## src/irq_pkg.sv

```systemverilog
// Constants, register map and carrier types of the interrupt request controller
package irq_pkg;

  // ----------------------------------------------------------------
  // Register map (word index; byte address is four times the index)
  // ----------------------------------------------------------------
  localparam int REG_EDGE_SEL = 0;
  localparam int REG_CTRL_A = 1;
  localparam int REG_CTRL_B = 2;
  localparam int REG_CTRL_C = 3;
  localparam int REG_GRP_A = 4;
  localparam int REG_GRP_B = 5;
  localparam int REG_GRP_C = 6;
  localparam int REG_EVT_STATUS = 7;
  localparam int REG_EVT_MASK = 8;
  localparam int REG_COUNT = 9;
  localparam int WORD_LSB = 2;
  localparam int BUS_DW = 32;

  // ----------------------------------------------------------------
  // Field layout
  // ----------------------------------------------------------------
  localparam int EMI_BIT = 0;
  localparam int EDGE_SEL_W = 2;
  localparam int NUM_PINS = 2;
  localparam logic [EDGE_SEL_W-1:0] EDGE_OFF = 2'h0;
  localparam logic [EDGE_SEL_W-1:0] EDGE_RISE = 2'h1;
  localparam logic [EDGE_SEL_W-1:0] EDGE_FALL = 2'h2;
  localparam logic [EDGE_SEL_W-1:0] EDGE_BOTH = 2'h3;

  // Primary sources; index order is also the vectoring priority, 0 first
  localparam int NUM_PRI = 11;
  localparam int P_PIN0 = 0;
  localparam int P_PIN1 = 1;
  localparam int P_CMP = 2;
  localparam int P_MF0 = 3;
  localparam int P_ADC = 6;
  localparam int P_TB0 = 7;
  localparam int P_TB1 = 8;
  localparam int P_IIC = 9;
  localparam int P_UART = 10;
  localparam int PRI_REG [NUM_PRI] = '{REG_CTRL_A, REG_CTRL_C, REG_CTRL_A, REG_CTRL_A, REG_CTRL_B,
    REG_CTRL_B, REG_CTRL_B, REG_CTRL_B, REG_CTRL_C, REG_CTRL_C, REG_CTRL_C};
  localparam int PRI_FLAG_BIT [NUM_PRI] = '{4, 5, 5, 6, 4, 5, 6, 7, 4, 6, 7};
  localparam int PRI_EN_BIT [NUM_PRI] = '{1, 1, 2, 3, 0, 1, 2, 3, 0, 2, 3};

  // Multi-function sub-sources; group g feeds summary P_MF0 + g
  localparam int NUM_SUB = 8;
  localparam int NUM_GRP = 3;
  localparam int S_T0P = 0;
  localparam int S_T0A = 1;
  localparam int S_T1P = 2;
  localparam int S_T1A = 3;
  localparam int S_T2P = 4;
  localparam int S_T2A = 5;
  localparam int S_LVD = 6;
  localparam int S_EEP = 7;
  localparam int SUB_GRP [NUM_SUB] = '{0, 0, 1, 1, 1, 1, 2, 2};
  localparam int SUB_FLAG_BIT [NUM_SUB] = '{4, 5, 4, 5, 6, 7, 4, 5};
  localparam int SUB_EN_BIT [NUM_SUB] = '{0, 1, 0, 1, 2, 3, 0, 1};

  // Block event status bits
  localparam int NUM_EVT = 3;
  localparam int E_SERVICE = 0;
  localparam int E_WAKE = 1;
  localparam int E_STACK_BLOCK = 2;
  localparam int VEC_W = 4;

  typedef logic [NUM_PRI-1:0] pri_vec_type;
  typedef logic [NUM_SUB-1:0] sub_vec_type;

  // One-cycle request pulses from the on-chip peripherals
  typedef struct packed {
    logic comparator;
    logic converter;
    logic timebase0;
    logic timebase1;
    logic two_wire;
    logic async_serial;
    logic timer0_cmp_p;
    logic timer0_cmp_a;
    logic timer1_cmp_p;
    logic timer1_cmp_a;
    logic timer2_cmp_p;
    logic timer2_cmp_a;
    logic voltage_detect;
    logic eeprom;
  } periph_event_type;

  typedef enum {BUS_IDLE, BUS_WR, BUS_RD_WAIT, BUS_RD_DONE} bus_state_type;

endpackage

```

## src/irq_pin_edge.sv

```systemverilog
// Synchroniser and selectable edge detector for one external interrupt pin
`timescale 1ns/1ns
module irq_pin_edge #(
  parameter int SYNC_STAGES = 2
) (
  input wire logic clk,
  input wire logic arst_n,
  input wire logic pin,
  input wire logic [irq_pkg::EDGE_SEL_W-1:0] edge_sel,
  output logic hit_q
);
  import irq_pkg::*;

  logic [SYNC_STAGES-1:0] sync_q;
  logic prev_q;
  logic pin_s;
  logic rise;
  logic fall;

  initial begin
    if (SYNC_STAGES < 2) begin
      $error("irq_pin_edge needs at least two synchroniser stages");
    end
  end

  // ----------------------------------------------------------------
  // Synchroniser; only the last stage and its delayed copy are compared
  // ----------------------------------------------------------------
  always_ff @(posedge clk or negedge arst_n) begin
    if (!arst_n) begin
      sync_q <= '0;
      prev_q <= 1'b0;
    end else begin
      sync_q <= {sync_q[SYNC_STAGES-2:0], pin};
      prev_q <= pin_s;
    end
  end

  assign pin_s = sync_q[SYNC_STAGES-1];
  assign rise = pin_s & ~prev_q;
  assign fall = ~pin_s & prev_q;

  // Edge qualification, one pulse per transition
  always_ff @(posedge clk or negedge arst_n) begin
    if (!arst_n) begin
      hit_q <= 1'b0;
    end else begin
      case (edge_sel)
        EDGE_OFF: hit_q <= 1'b0;
        EDGE_RISE: hit_q <= rise;
        EDGE_FALL: hit_q <= fall;
        EDGE_BOTH: hit_q <= rise | fall;
        default: hit_q <= 1'b0;
      endcase
    end
  end

  a_rise_detect: assert property (@(posedge clk) disable iff (!arst_n)
    (edge_sel == EDGE_RISE && rise) |=> hit_q)
    else $error("rising edge missed");
  a_fall_only: assert property (@(posedge clk) disable iff (!arst_n)
    (edge_sel == EDGE_FALL && !fall) |=> !hit_q)
    else $error("pulse without falling edge");
  a_single_pulse: assert property (@(posedge clk) disable iff (!arst_n)
    (hit_q && edge_sel != EDGE_BOTH) |=> !hit_q)
    else $error("one transition gave two pulses");

endmodule

```

## src/mcu_irq_ctrl.sv

```systemverilog
// Interrupt request flags, enables, vectoring request and AHB-Lite register slave
//
// Summary of operation
// - Pin 0 edge select in bits 1:0: off, rising, falling, both.
// - Pin 1 edge select in bits 3:2, same encoding.
// - Global enable bit blocks every request from the core when clear.
// - Flags read one while pending; enables pass their source when one.
// - Three primary registers hold the directly vectored sources and summaries.
// - First primary register: group0, comparator, pin0 flags 6:4, enables 3:1.
// - Second: time base 0, converter, group2, group1 flags 7:4, enables 3:0.
// - Third: async serial, two-wire, pin 1, time base 1 flags, enables.
// - Group registers hold timer, EEPROM and voltage-detect sub-flags and enables.
// - Unimplemented bits read as zero.
// - Requests come from both pins and all internal peripheral sources.
// - An accepted request is held to the core until it acknowledges service or the return stack fills.
// - A flag vectors only while its own enable is set.
// - Service entry clears the global enable; later requests only latch.
// - No request is offered while the return stack is full.
// - Any flag becoming set wakes the device.
`timescale 1ns/1ns
module mcu_irq_ctrl #(
  parameter int DEC_W = 8
) (
  input wire logic CLK,
  input wire logic ARST_N,
  input wire logic HSEL,
  input wire logic [31:0] HADDR,
  input wire logic [1:0] HTRANS,
  input wire logic HWRITE,
  input wire logic [2:0] HSIZE,
  input wire logic [31:0] HWDATA,
  input wire logic HREADY,
  output logic [31:0] HRDATA,
  output logic HREADYOUT,
  output logic HRESP,
  input wire irq_pkg::periph_event_type PERIPH_EVT,
  input wire logic [irq_pkg::NUM_PINS-1:0] EXT_IRQ_PIN,
  input wire logic STACK_FULL,
  input wire logic SERVICE_ACK,
  output logic CORE_IRQ_REQ,
  output logic [irq_pkg::VEC_W-1:0] VECTOR_ID,
  output logic WAKE,
  output logic IRQ
);
  import irq_pkg::*;

  localparam int IDX_W = DEC_W - WORD_LSB;

  initial begin
    if (DEC_W < 6 || DEC_W > 31) begin
      $error("DEC_W must lie between 6 and 31");
    end
  end

  // ----------------------------------------------------------------
  // State
  // ----------------------------------------------------------------
  bus_state_type state_q;
  bus_state_type state_d;
  logic [IDX_W-1:0] idx_q;
  logic mapped_q;
  logic [31:0] rdata_q;
  logic [NUM_PINS*EDGE_SEL_W-1:0] edge_sel_q;
  logic emi_q;
  pri_vec_type pri_flag_q;
  pri_vec_type pri_en_q;
  sub_vec_type sub_flag_q;
  sub_vec_type sub_en_q;
  logic [NUM_EVT-1:0] evt_st_q;
  logic [NUM_EVT-1:0] evt_mask_q;
  logic [VEC_W-1:0] vec_q;
  logic pend_q;
  logic wake_q;

  logic take;
  logic wr_go;
  logic [31:0] rd_word;
  logic [NUM_PINS-1:0] pin_hit;
  pri_vec_type pri_set;
  pri_vec_type pri_clr;
  pri_vec_type pri_wm;
  pri_vec_type pri_wf;
  pri_vec_type pri_we;
  pri_vec_type pri_flag_d;
  pri_vec_type elig;
  sub_vec_type sub_set;
  sub_vec_type sub_wm;
  sub_vec_type sub_wf;
  sub_vec_type sub_we;
  sub_vec_type sub_flag_d;
  logic [NUM_GRP-1:0] grp_hit;
  logic [NUM_EVT-1:0] evt_set;
  logic [VEC_W-1:0] vec_d;
  logic emi_wr;

  // ----------------------------------------------------------------
  // AHB-Lite slave: writes take no wait state, reads take one
  // ----------------------------------------------------------------
  assign take = HSEL & HTRANS[1] & HREADY;
  assign wr_go = (state_q == BUS_WR) & mapped_q;

  // Phase sequencing
  always_comb begin
    case (state_q)
      BUS_RD_WAIT: state_d = BUS_RD_DONE;
      BUS_IDLE, BUS_WR, BUS_RD_DONE: begin
        if (take) begin
          state_d = HWRITE ? BUS_WR : BUS_RD_WAIT;
        end else begin
          state_d = BUS_IDLE;
        end
      end
      default: state_d = BUS_IDLE;
    endcase
  end

  // Address phase capture; addresses beyond the map decode as unmapped
  always_ff @(posedge CLK or negedge ARST_N) begin
    if (!ARST_N) begin
      state_q <= BUS_IDLE;
      idx_q <= '0;
      mapped_q <= 1'b0;
    end else begin
      state_q <= state_d;
      if (take) begin
        idx_q <= HADDR[DEC_W-1:WORD_LSB];
        mapped_q <= (HADDR[31:DEC_W] == '0) && (HADDR[DEC_W-1:WORD_LSB] < IDX_W'(REG_COUNT));
      end
    end
  end

  // Read data sampled in the wait state, so a write just before is seen
  always_ff @(posedge CLK or negedge ARST_N) begin
    if (!ARST_N) begin
      rdata_q <= '0;
    end else if (state_q == BUS_RD_WAIT) begin
      rdata_q <= mapped_q ? rd_word : '0;
    end
  end

  assign HRDATA = rdata_q;
  assign HREADYOUT = (state_q != BUS_RD_WAIT);
  assign HRESP = 1'b0;

  // ----------------------------------------------------------------
  // Register read assembly from the field tables
  // ----------------------------------------------------------------
  // Bits not placed here stay zero
  always_comb begin
    rd_word = '0;
    case (idx_q)
      IDX_W'(REG_EDGE_SEL): rd_word[NUM_PINS*EDGE_SEL_W-1:0] = edge_sel_q;
      IDX_W'(REG_CTRL_A): rd_word[EMI_BIT] = emi_q;
      IDX_W'(REG_EVT_STATUS): rd_word[NUM_EVT-1:0] = evt_st_q;
      IDX_W'(REG_EVT_MASK): rd_word[NUM_EVT-1:0] = evt_mask_q;
      default: rd_word = '0;
    endcase
    for (int i = 0; i < NUM_PRI; i++) begin
      if (idx_q == IDX_W'(PRI_REG[i])) begin
        rd_word[PRI_FLAG_BIT[i]] = pri_flag_q[i];
        rd_word[PRI_EN_BIT[i]] = pri_en_q[i];
      end
    end
    for (int j = 0; j < NUM_SUB; j++) begin
      if (idx_q == IDX_W'(REG_GRP_A + SUB_GRP[j])) begin
        rd_word[SUB_FLAG_BIT[j]] = sub_flag_q[j];
        rd_word[SUB_EN_BIT[j]] = sub_en_q[j];
      end
    end
  end

  // Write decode into per-source masks and values
  always_comb begin
    pri_wm = '0;
    pri_wf = '0;
    pri_we = '0;
    sub_wm = '0;
    sub_wf = '0;
    sub_we = '0;
    for (int i = 0; i < NUM_PRI; i++) begin
      pri_wm[i] = wr_go && (idx_q == IDX_W'(PRI_REG[i]));
      pri_wf[i] = HWDATA[PRI_FLAG_BIT[i]];
      pri_we[i] = HWDATA[PRI_EN_BIT[i]];
    end
    for (int j = 0; j < NUM_SUB; j++) begin
      sub_wm[j] = wr_go && (idx_q == IDX_W'(REG_GRP_A + SUB_GRP[j]));
      sub_wf[j] = HWDATA[SUB_FLAG_BIT[j]];
      sub_we[j] = HWDATA[SUB_EN_BIT[j]];
    end
  end

  // ----------------------------------------------------------------
  // External pins
  // ----------------------------------------------------------------
  for (genvar g = 0; g < NUM_PINS; g++) begin : g_pin
    irq_pin_edge #(
      .SYNC_STAGES(2)
    ) u_edge (
      .clk(CLK),
      .arst_n(ARST_N),
      .pin(EXT_IRQ_PIN[g]),
      .edge_sel(edge_sel_q[g*EDGE_SEL_W +: EDGE_SEL_W]),
      .hit_q(pin_hit[g])
    );
  end

  // Edge select register
  always_ff @(posedge CLK or negedge ARST_N) begin
    if (!ARST_N) begin
      edge_sel_q <= '0;
    end else if (wr_go && idx_q == IDX_W'(REG_EDGE_SEL)) begin
      edge_sel_q <= HWDATA[NUM_PINS*EDGE_SEL_W-1:0];
    end
  end

  // ----------------------------------------------------------------
  // Request flags: a hardware set always beats a clear in the same cycle
  // ----------------------------------------------------------------
  // Group summaries only count sub-flags whose own enable is set
  always_comb begin
    grp_hit = '0;
    for (int j = 0; j < NUM_SUB; j++) begin
      if (sub_flag_q[j] && sub_en_q[j]) begin
        grp_hit[SUB_GRP[j]] = 1'b1;
      end
    end
  end

  // Source to flag mapping
  always_comb begin
    pri_set = '0;
    pri_set[P_PIN0] = pin_hit[0];
    pri_set[P_PIN1] = pin_hit[1];
    pri_set[P_CMP] = PERIPH_EVT.comparator;
    pri_set[P_ADC] = PERIPH_EVT.converter;
    pri_set[P_TB0] = PERIPH_EVT.timebase0;
    pri_set[P_TB1] = PERIPH_EVT.timebase1;
    pri_set[P_IIC] = PERIPH_EVT.two_wire;
    pri_set[P_UART] = PERIPH_EVT.async_serial;
    pri_set[P_MF0 +: NUM_GRP] = grp_hit;
    sub_set = '0;
    sub_set[S_T0P] = PERIPH_EVT.timer0_cmp_p;
    sub_set[S_T0A] = PERIPH_EVT.timer0_cmp_a;
    sub_set[S_T1P] = PERIPH_EVT.timer1_cmp_p;
    sub_set[S_T1A] = PERIPH_EVT.timer1_cmp_a;
    sub_set[S_T2P] = PERIPH_EVT.timer2_cmp_p;
    sub_set[S_T2A] = PERIPH_EVT.timer2_cmp_a;
    sub_set[S_LVD] = PERIPH_EVT.voltage_detect;
    sub_set[S_EEP] = PERIPH_EVT.eeprom;
  end

  // Service entry clears only the flag the core was shown
  assign pri_clr = SERVICE_ACK ? (pri_vec_type'(1) << vec_q) : '0;
  assign pri_flag_d = pri_set | (pri_wm & pri_wf) | (~pri_wm & pri_flag_q & ~pri_clr);
  assign sub_flag_d = sub_set | (sub_wm & sub_wf) | (~sub_wm & sub_flag_q);

  // Flags and enables
  always_ff @(posedge CLK or negedge ARST_N) begin
    if (!ARST_N) begin
      pri_flag_q <= '0;
      pri_en_q <= '0;
      sub_flag_q <= '0;
      sub_en_q <= '0;
    end else begin
      pri_flag_q <= pri_flag_d;
      pri_en_q <= (pri_wm & pri_we) | (~pri_wm & pri_en_q);
      sub_flag_q <= sub_flag_d;
      sub_en_q <= (sub_wm & sub_we) | (~sub_wm & sub_en_q);
    end
  end

  // Global enable; the acknowledge wins over a software set in the same cycle
  assign emi_wr = wr_go && (idx_q == IDX_W'(REG_CTRL_A));
  always_ff @(posedge CLK or negedge ARST_N) begin
    if (!ARST_N) begin
      emi_q <= 1'b0;
    end else if (SERVICE_ACK) begin
      emi_q <= 1'b0;
    end else if (emi_wr) begin
      emi_q <= HWDATA[EMI_BIT];
    end
  end

  // ----------------------------------------------------------------
  // Vectoring toward the core
  // ----------------------------------------------------------------
  // Lowest index wins among the enabled pending flags
  always_comb begin
    elig = pri_flag_q & pri_en_q;
    vec_d = '0;
    for (int i = NUM_PRI - 1; i >= 0; i--) begin
      if (elig[i]) begin
        vec_d = VEC_W'(i);
      end
    end
  end

  always_ff @(posedge CLK or negedge ARST_N) begin
    if (!ARST_N) begin
      vec_q <= '0;
      pend_q <= 1'b0;
    end else begin
      vec_q <= vec_d;
      pend_q <= |elig;
    end
  end

  // Combinational so that a full stack drops it in the same cycle
  assign CORE_IRQ_REQ = emi_q & pend_q & ~STACK_FULL;
  assign VECTOR_ID = vec_q;

  // Wake pulse in the same cycle that any flag goes from clear to set
  always_ff @(posedge CLK or negedge ARST_N) begin
    if (!ARST_N) begin
      wake_q <= 1'b0;
    end else begin
      wake_q <= |(pri_flag_d & ~pri_flag_q) | |(sub_flag_d & ~sub_flag_q);
    end
  end
  assign WAKE = wake_q;

  // ----------------------------------------------------------------
  // Block event status, mask and interrupt line
  // ----------------------------------------------------------------
  always_comb begin
    evt_set = '0;
    evt_set[E_SERVICE] = SERVICE_ACK;
    evt_set[E_WAKE] = wake_q;
    evt_set[E_STACK_BLOCK] = emi_q & pend_q & STACK_FULL;
  end

  // Write one to clear; a new event in the same cycle survives
  always_ff @(posedge CLK or negedge ARST_N) begin
    if (!ARST_N) begin
      evt_st_q <= '0;
      evt_mask_q <= '0;
    end else begin
      if (wr_go && idx_q == IDX_W'(REG_EVT_STATUS)) begin
        evt_st_q <= evt_set | (evt_st_q & ~HWDATA[NUM_EVT-1:0]);
      end else begin
        evt_st_q <= evt_set | evt_st_q;
      end
      if (wr_go && idx_q == IDX_W'(REG_EVT_MASK)) begin
        evt_mask_q <= HWDATA[NUM_EVT-1:0];
      end
    end
  end
  assign IRQ = |(evt_st_q & evt_mask_q);

  // ----------------------------------------------------------------
  // Checks
  // ----------------------------------------------------------------
  a_global_gate: assert property (@(posedge CLK) disable iff (!ARST_N)
    (SERVICE_ACK ##1 !emi_wr) |=> !CORE_IRQ_REQ)
    else $error("request offered with global enable clear");
  a_ack_clears_emi: assert property (@(posedge CLK) disable iff (!ARST_N)
    SERVICE_ACK |=> !emi_q)
    else $error("global enable survived service entry");
  a_req_needs_en: assert property (@(posedge CLK) disable iff (!ARST_N)
    CORE_IRQ_REQ |-> (($past(pri_flag_q & pri_en_q) & (pri_vec_type'(1) << vec_q)) != '0))
    else $error("request without an enabled flag");
  a_stack_full: assert property (@(posedge CLK) disable iff (!ARST_N)
    (STACK_FULL && emi_q && pend_q) |-> !CORE_IRQ_REQ ##1 evt_st_q[E_STACK_BLOCK])
    else $error("request offered while stack full");
  a_pin0_flag: assert property (@(posedge CLK) disable iff (!ARST_N)
    pin_hit[0] |=> pri_flag_q[P_PIN0])
    else $error("pin 0 edge did not set its flag");
  a_event_flag: assert property (@(posedge CLK) disable iff (!ARST_N)
    (PERIPH_EVT.converter ##1 (!pri_wm[P_ADC] && !SERVICE_ACK)) |-> ##1 pri_flag_q[P_ADC])
    else $error("converter flag lost");
  a_summary_set: assert property (@(posedge CLK) disable iff (!ARST_N)
    (sub_flag_q[S_LVD] && sub_en_q[S_LVD]) |=> pri_flag_q[P_MF0 + SUB_GRP[S_LVD]])
    else $error("group summary not set");
  a_wake_pulse: assert property (@(posedge CLK) disable iff (!ARST_N)
    $rose(pri_flag_q[P_TB1]) |-> WAKE)
    else $error("flag set without wake");
  a_reserved_zero: assert property (@(posedge CLK) disable iff (!ARST_N)
    (state_q == BUS_RD_WAIT && idx_q == IDX_W'(REG_EDGE_SEL)) |=> HRDATA[31:NUM_PINS*EDGE_SEL_W] == '0)
    else $error("reserved bits read nonzero");
  a_read_wait: assert property (@(posedge CLK) disable iff (!ARST_N)
    (take && !HWRITE) |=> !HREADYOUT ##1 HREADYOUT)
    else $error("read wait state wrong");

endmodule

```

## config.mk

```make
export PLATFORM = sky130hd
export DESIGN_NAME = mcu_irq_ctrl
export DESIGN_NICKNAME = d
export VERILOG_FILES = /design/src/irq_pkg.sv /design/src/irq_pin_edge.sv /design/src/mcu_irq_ctrl.sv
export SDC_FILE = /design/constraint.sdc
export NUM_CORES = 1
export LEC_CHECK = 0
export BUFFER_PORTS_ARGS = -buffer_cell sky130_fd_sc_hd__buf_2
export CAP_MARGIN = 40
export CELL_PAD_IN_SITES_DETAIL_PLACEMENT = 1
export CELL_PAD_IN_SITES_GLOBAL_PLACEMENT = 2
export CORE_ASPECT_RATIO = 1.5
export CORE_UTILIZATION = 34
export CTS_BUF_LIST = sky130_fd_sc_hd__clkbuf_4 sky130_fd_sc_hd__clkbuf_8 sky130_fd_sc_hd__clkbuf_16
export CTS_CLUSTER_SIZE = 10
export DETAILED_ROUTE_END_ITERATION = 16
export PLACE_DENSITY = 0.92
export SYNTH_ARGS = -nofsm -noshare
export SYNTH_HDL_FRONTEND = slang
export SYNTH_SLANG_ARGS = --single-unit
```

## constraint.sdc

```tcl
create_clock -name CLK -period 4.2 [get_ports CLK]
set_clock_uncertainty 0.2 [all_clocks]
set_input_delay 1.05 -clock CLK [delete_from_list [all_inputs] [get_ports CLK]]
set_output_delay 1.05 -clock CLK [all_outputs]
set_load 0.01 [all_outputs]
```

### After elaboration in Yosys (flattened, before gate mapping)

Cells that the tools add are included.
W data, S select, Z words.

* flip-flop bits (word level): 134
* bits of input ports: 92
* output and inout bits: 41
* word-level logic and storage cells: 188

* $lt $le $gt $ge: 1
* equal/unequal tests: 20
* shifts and indexed selects: 1
* mux-type cells: 70
* bitwise operators: 46
* reduce and logical (&&, ||, !) cells: 29

Operators with widths (count)
* $eq A32 B2 Y1 const B: 3
* $and A11 B11 Y11: 7
* $pmux W32 S2: 1
* $mux W1: 49
* $mux W4: 11
* $and A8 B8 Y8: 5
* $not A11 Y11: 3
* $or A11 B11 Y11: 3
* $eq A32 B1 Y1 const B: 1
* $eq A32 B3 Y1 const B: 1
* $logic_not A32 Y1: 1
* $ne A32 B3 Y1 const B: 1
* $eq A6 B3 Y1 const B: 4
* $logic_not A24 Y1: 1
* $or A8 B8 Y8: 3
* $reduce_or A11 Y1: 2
* $logic_and A1 B1 Y1: 18
* $not A8 Y8: 2
* $eq A6 B2 Y1 const B: 2
* $pmux W1 S4: 3
* $mux W11: 1
* $shl A1 B4 Y11 const A: 1
* $and A1 B1 Y1: 10
* $eq A2 B2 Y1 const B: 4
* 18 further kinds: 30

### Depth between registers and ports, before layout

Gate-level depths: netlist of run 1.

* word-level depth: 12
* gate-level depth with buffers: 8
* depth with buffers taken out: 6

### Modules after synthesis

A second synthesis of run 1 with hierarchy kept.

* cell total of the unflattened synthesis: 442
* area, all modules: 4369.2 um^2

By module, submodules not included
* mcu_irq_ctrl: times used 1, cells an instance 416, area an instance 4051.4 um^2, sequential area each 1801.7 um^2
* irq_pin_edge: times used 2, cells an instance 13, area an instance 158.9 um^2, sequential area each 100.1 um^2

### Worst setup path before layout of run 1

No wires, ideal clock.

* kind: input -> output
* from: input STACK_FULL
* to: output CORE_IRQ_REQ
* data arrival time: 1.219 ns
* data required time: 2.950 ns
* path slack: 1.731 ns
* stages: 1
* path buffers: 0
* path through: nor2_1

* longest elaborated chain between the ends: 2

Ends and longest elaborated chain
* start, declared: line mcu_irq_ctrl.sv:38 `input wire logic STACK_FULL,`
* $not A1 Y1: line mcu_irq_ctrl.sv:309 `assign CORE_IRQ_REQ = emi_q & pend_q & ~STACK_FULL;`
* $and A1 B1 Y1: line mcu_irq_ctrl.sv:309
* end, declared: line mcu_irq_ctrl.sv:40 `output logic CORE_IRQ_REQ,`

Every way passes these cells.

### Worst setup path after layout of run 1

* from: register state_q[0]
* to: output HREADYOUT

* longest elaborated chain between the ends: 1

Ends and longest elaborated chain
* start, declared: line mcu_irq_ctrl.sv:58 `bus_state_type state_q;`
* start signal, assigned: line mcu_irq_ctrl.sv:124 `state_q <= state_d;`
* $ne A32 B3 Y1: line mcu_irq_ctrl.sv:142 `assign HREADYOUT = (state_q != BUS_RD_WAIT);`
* end, declared: line mcu_irq_ctrl.sv:34 `output logic HREADYOUT,`

Every way passes these cells.

==> results of run 1 <==
[through the flow]
| step | instance area, um^2 | utilization [%] | instances | hold WS [ns] |
|---|---|---|---|---|
| floorplan | 4630 | - | 480 | 0.131 |
| global placement | 4930 | 37.9 | 675 | 0.139 |
| detailed placement | 4950 | 38.1 | 676 | 0.136 |
| CTS | 5260 | 40.4 | 692 | 0.150 |
| global route | 5260 | 40.4 | 692 | 0.153 |
| finish | 5260 | 40.4 | 692 | 0.147 |
[synthesized netlist by cell type, types with 10 or more instances]
library cell	instances	area share, %
a22oi_1	10	1.7
nand2_1	54	4.5
nand3_1	10	1.1
dfrtp_1	80	44
nor2_1	18	1.5
buf_4	29	4.8
inv_1	26	2.2
o21ai_0	31	3.4
a21oi_1	15	1.7
nand2b_1	14	1.9
nor4_1	11	1.5
mux2_2	33	8.2
o22ai_1	10	1.4
[worst reg2reg max path, stage by stage, from the launching register on]
cell and delay [ns]:
dfrtp_1 0.92, nand2b_1 0.57, nor3_1 0.22, o21ai_0 0.23, nand4_1 0.12, a211o_1 0.38
[routing by layer]
| layer | global-route usage, % | routed length (um) | up-vias | part of all wire [%] |
|---|---|---|---|---|
| li1 | - | - | 1751 | - |
| met1 | 24.5 | 5210 | 1977 | 36 |
| met2 | 39.4 | 7880 | 111 | 55 |
| met3 | 4.39 | 544 | 44 | 3.8 |
| met4 | 12.7 | 747 | 0 | 5.2 |
| met5 | 0 | 0 | - | 0 |
[area by class of cell]
type / instances / area, um^2 / area share [%]
Multi-Input combinational cell: 330 / 2220 / 42.2
Sequential cell: 80 / 2000 / 38.1
Timing Repair Buffer: 81 / 438 / 8.33
Clock buffer: 10 / 233 / 4.43
Tap cell: 159 / 199 / 3.78
Inverter: 26 / 97.6 / 1.86
Clock inverter: 6 / 68.8 / 1.31
[logic make-up (layout without fill, tap and decap cells)]
logic type,after synthesis,after routing
simple gates,144,144
compound gates,114,114
fa+ha+maj,4,4
flops,80,80
mux,43,43
buf+inv,70,123
other cells,1,25
[where the power goes]
group	switching, mW	total (mW)	internal, mW	leakage, nW
clock	0.334	0.804	0.470	0.146
combinational	0.193	0.318	0.125	1.33
sequential	0.0498	0.861	0.811	0.940
[path summary, 6_finish.rpt]
kind / startpoint / end / slack, ns
max reg2reg: idx_q[1] / WAKE / 1.43
min: g_pin[1].u_edge.sync_q[0] / g_pin[1].u_edge.sync_q[1] / 0.15
min in group asynchronous: ARST_N / HRDATA[5] / 0.43
min reg2reg: g_pin[1].u_edge.sync_q[0] / g_pin[1].u_edge.sync_q[1] / 0.15
max in group asynchronous: ARST_N / VECTOR_ID[1] / 2.77
max: state_q[0] / HREADYOUT / 1.14
[cells in the final DEF, fill, tap and decap left out, types with 4 or more instances in the layout]
master / synthesis / layout
ha_1: 4 / 4
dfrtp_1: 80 / 80
inv_1: 26 / 26
buf_2: 2 / 76
nand2b_1: 14 / 14
nor2b_1: 7 / 7
nand3_1: 10 / 10
conb_1: 1 / 25
clkbuf_16: 0 / 9
a211o_1: 8 / 8
nand2_1: 54 / 54
o22ai_1: 10 / 10
mux2i_1: 8 / 8
nor2_1: 18 / 18
mux2_2: 33 / 33
o21ai_0: 31 / 31
buf_4: 29 / 4
a21oi_1: 15 / 15
nor3_1: 6 / 6
nor4_1: 11 / 11
o211ai_1: 8 / 8
nor3_4: 4 / 4
a22oi_1: 10 / 10
a221oi_1: 4 / 4
==> results.toml, run 1 <==
[outcome]
status = "finished clean"

[sta]
tns_ns = 0
finalSetupViolCount = 0
hold_viol_final = 0
fmax_mhz = 327
slew_viol_final = 0
worst_pin_slew_ns = 0.875
period_share_pct = 72.8
post-route-min-period_ns = 3.06
rsz0062_at_grt = "no"
maxSlewHeadroom_pct = 41.7
finalWorstSetupSlack_ns = 1.14

[die]
die_w_um = 96.3
rows = 51
die_h_um = 143
num_io_pins = 133
start_util_pct = 34.8
coreArea_um2 = 13000
dieArea_um2 = 13800

[place]
dpl.hpwl_um = 11000
place_ws_ns = 1.40
gp_congestion = 0.904
portBuffers = 77

[clock_tree]
numCtsBuffers = 9
cts_tree = "done"
cts_max_level = 3
cts_hold_buffers = 0
cts_setup_buffers = 0
clock-sinks = 80
clk_latency_ns = 0.35
cts-resized-gates = 0
clockBufferDepth = 2
path_clk_slew_ns = 0.07
root_buffer = "clkbuf_16"

[synthesis]
synthAdderAreaFrac_pct = 1.10
synthXorXnorAreaFrac_pct = 0
syn_avg_cell_area_um2 = 9.95
postSynthCellCount = 456
synth_flop_cell = "dfrtp_1"
synth_cell_type_count = 58
synth_compound_area_share_pct = 17.2
synth-seq-cells = 80
syn_area_um2 = 4540
muxShareOfSynthArea_pct = 11.0
synth-seq-area-share_pct = 44.1
synth_simple_gate_area_share_pct = 17.6
synth_top_family_by_area = "simple AND/OR/NAND/NOR gates"
yosysWarnings = 0
synthArstFlopShare_pct = 100
synth_edf_count = 0

[grt]
grt_pass1_wl_um = 22700
antenna_found_initial = 0
overflow = 0
grt_pass1_vias = 4210
grt_max_degree = 55
grt_util_all_layers_pct = 22.3

[detailed_routing]
routed_wl_um = 14400
drt-initial-drc-count = 217
vias = 3883
viasPerCell = 5.61
antenna_left = 0
wl_per_cell_um = 20.8
drc = 0
drtPass1Iterations = 4

[critical_path]
worstPathArrival_ns = 1.81
crit_required_ns = 2.95
endpoint_kind = "output pin"
crit_fanout = 14
path_class = "register to output pin"
start_kind = "register"
cp_slowest_cell = "dfrtp_1"
path_buf_inv = 2
slowest_delay_ns = 0.43
cp_cell_sequence = "nor2b_1 > inv_1 > buf_2"
reg2reg_depth = 5
path_delay_family = "buffers and inverters"
cp.depth = 3

[final_layout]
drive_above_1_share_pct = 27.6
nFillCells = 1542
num-nets-final = 624
syn_to_final_growth_pct = 15.9
n_antenna_cell = 0

[power]
peakVddDrop_mv = 0.224
power_mw = 1.98
p_leak_nw = 2.41
powerDensity_nw_per_um2 = 377

[worst_hold_path]
hold_class = "register to register"
holdPathStages = 0

[flow_run]
drv_cap = 0
Power figures use the tool's default switching activity.
==> inputs of run 2 (changes only) <==
- CORE_UTILIZATION: 34 -> 28
- PLACE_DENSITY: 0.92 -> 0.81
- clock period: 4.2 -> 2.71 ns (I/O delays scaled with it)
==> results.toml, run 2 (same netlist as run 1, synthesis figures left out) <==
[flow_run]
drv_cap = 0

[critical_path]
regToRegStartpoint = "idx_q[3]"
endpoint_kind = "register"
reg2reg_slack_ns = 0.28
path_delay_family = "simple AND/OR/NAND/NOR gates"
crit_fanout = 9
slowest_delay_ns = 0.79
start_kind = "register"
cp_cell_sequence = "or4_1 > nor3_4 > mux2_2"
cp_slowest_cell = "or4_1"
worstPathArrival_ns = 2.45
crit_required_ns = 2.73
path_buf_inv = 0
cp.depth = 3
path_class = "register to register"
reg2reg_depth = 3

[grt]
grt_util_all_layers_pct = 18.3
grt_max_degree = 48
antenna_found_initial = 0
overflow = 0
grt_pass1_wl_um = 23000
grt_pass1_vias = 4096

[detailed_routing]
drt-initial-drc-count = 141
drc = 0
routed_wl_um = 14700
vias = 3853
antenna_left = 0
viasPerCell = 5.14
wl_per_cell_um = 19.5
drtPass1Iterations = 4

[final_layout]
drive_above_1_share_pct = 29.4
layout_commonest_cell = "dfrtp_1"
final_cell_mix = "dfrtp_1, buf_2, nand2_1"
n_antenna_cell = 0
num-nets-final = 638
nFillCells = 1827
fin_util_pct = 34.5
syn_to_final_growth_pct = 20.1

[clock_tree]
cts_tree = "done"
root_buffer = "clkbuf_16"
path_clk_slew_ns = 0.06
clk_latency_ns = 0.34
cts_hold_buffers = 0
cts-resized-gates = 0
cts_max_level = 3
clock-sinks = 80
numCtsBuffers = 9
clockBufferDepth = 2
cts_setup_buffers = 0

[sta]
period_share_pct = 89.8
finalSetupViolCount = 0
tns_ns = 0
slew_viol_final = 0
post-route-min-period_ns = 2.43
fmax_mhz = 411
hold_viol_final = 0
rsz0062_at_grt = "no"

[die]
coreArea_um2 = 15800
die_h_um = 158
rows = 56
dieArea_um2 = 16700
die_w_um = 106
start_util_pct = 28.8
num_io_pins = 133

[power]
p_leak_nw = 2.49
powerDensity_nw_per_um2 = 580
peakVddDrop_mv = 0.301

[worst_hold_path]
hold_class = "primary input to async pin"

[place]
dpl.hpwl_um = 11500
gp_congestion = 0.870
portBuffers = 77

[outcome]
status = "finished clean"
-- run 2: changes by cell type in the layout (fill, tap and decap cells not counted), sizes merged --
cell	before	now
buf	81	95
clkbuf	10	13
clkinv	3	0
-- run 2: report_power, final --
| group | switching [mW] | internal (mW) |
|---|---|---|
| Clock | 0.483 | 0.818 |
| Combinational | 0.322 | 0.220 |
| Sequential | 0.0594 | 1.26 |
-- run 2: layout make-up --
type                            count  area (um^2)  area share [%]
Inverter                           26         97.6            1.79
Tap cell                          203          254            4.66
Clock buffer                       13          280            5.15
Sequential cell                    80         2000            36.8
Clock inverter                      3         46.3           0.850
Timing Repair Buffer               95          548            10.1
Multi-Input combinational cell    330         2220            40.7
-- run 2: how the worst max path moves through the flow --
stage | start | end | slack, ns
3_3_place_gp | idx_q[3] | register | 0.34
5_1_grt | idx_q[3] | WAKE | 0.16
4_1_cts | idx_q[3] | WAKE | 0.28
6_report | idx_q[3] | register | 0.28
2_1_floorplan | idx_q[3] | register | 0.58
3_5_place_dp | idx_q[3] | WAKE | 0.30
-- run 2: routing by layer --
| layer | up-vias | global-route usage, % | part of all wire, % |
|---|---|---|---|
| li1 | 1788 | - | - |
| met1 | 1928 | 19.7 | 37 |
| met2 | 99 | 33.2 | 55 |
| met3 | 38 | 2.59 | 2.9 |
| met4 | 0 | 11.8 | 5.1 |
| met5 | - | 0 | 0 |
-- run 2: metrics by stage --
stage / worst slack (ns) / std cells / hold WS [ns] / power, mW / area (um^2)
4_1_cts: 0.283 / 750 / 0.107 / 3.21 / 5450
6_report: 0.276 / 750 / 0.0908 / 3.16 / 5450
3_3_place_gp: 0.343 / 734 / 0.134 / 1.86 / 5120
5_1_grt: 0.157 / 750 / 0.122 / 3.32 / 5450
2_1_floorplan: 0.584 / 480 / 0.131 / 1.67 / 4630
3_5_place_dp: 0.302 / 734 / 0.136 / 1.89 / 5120
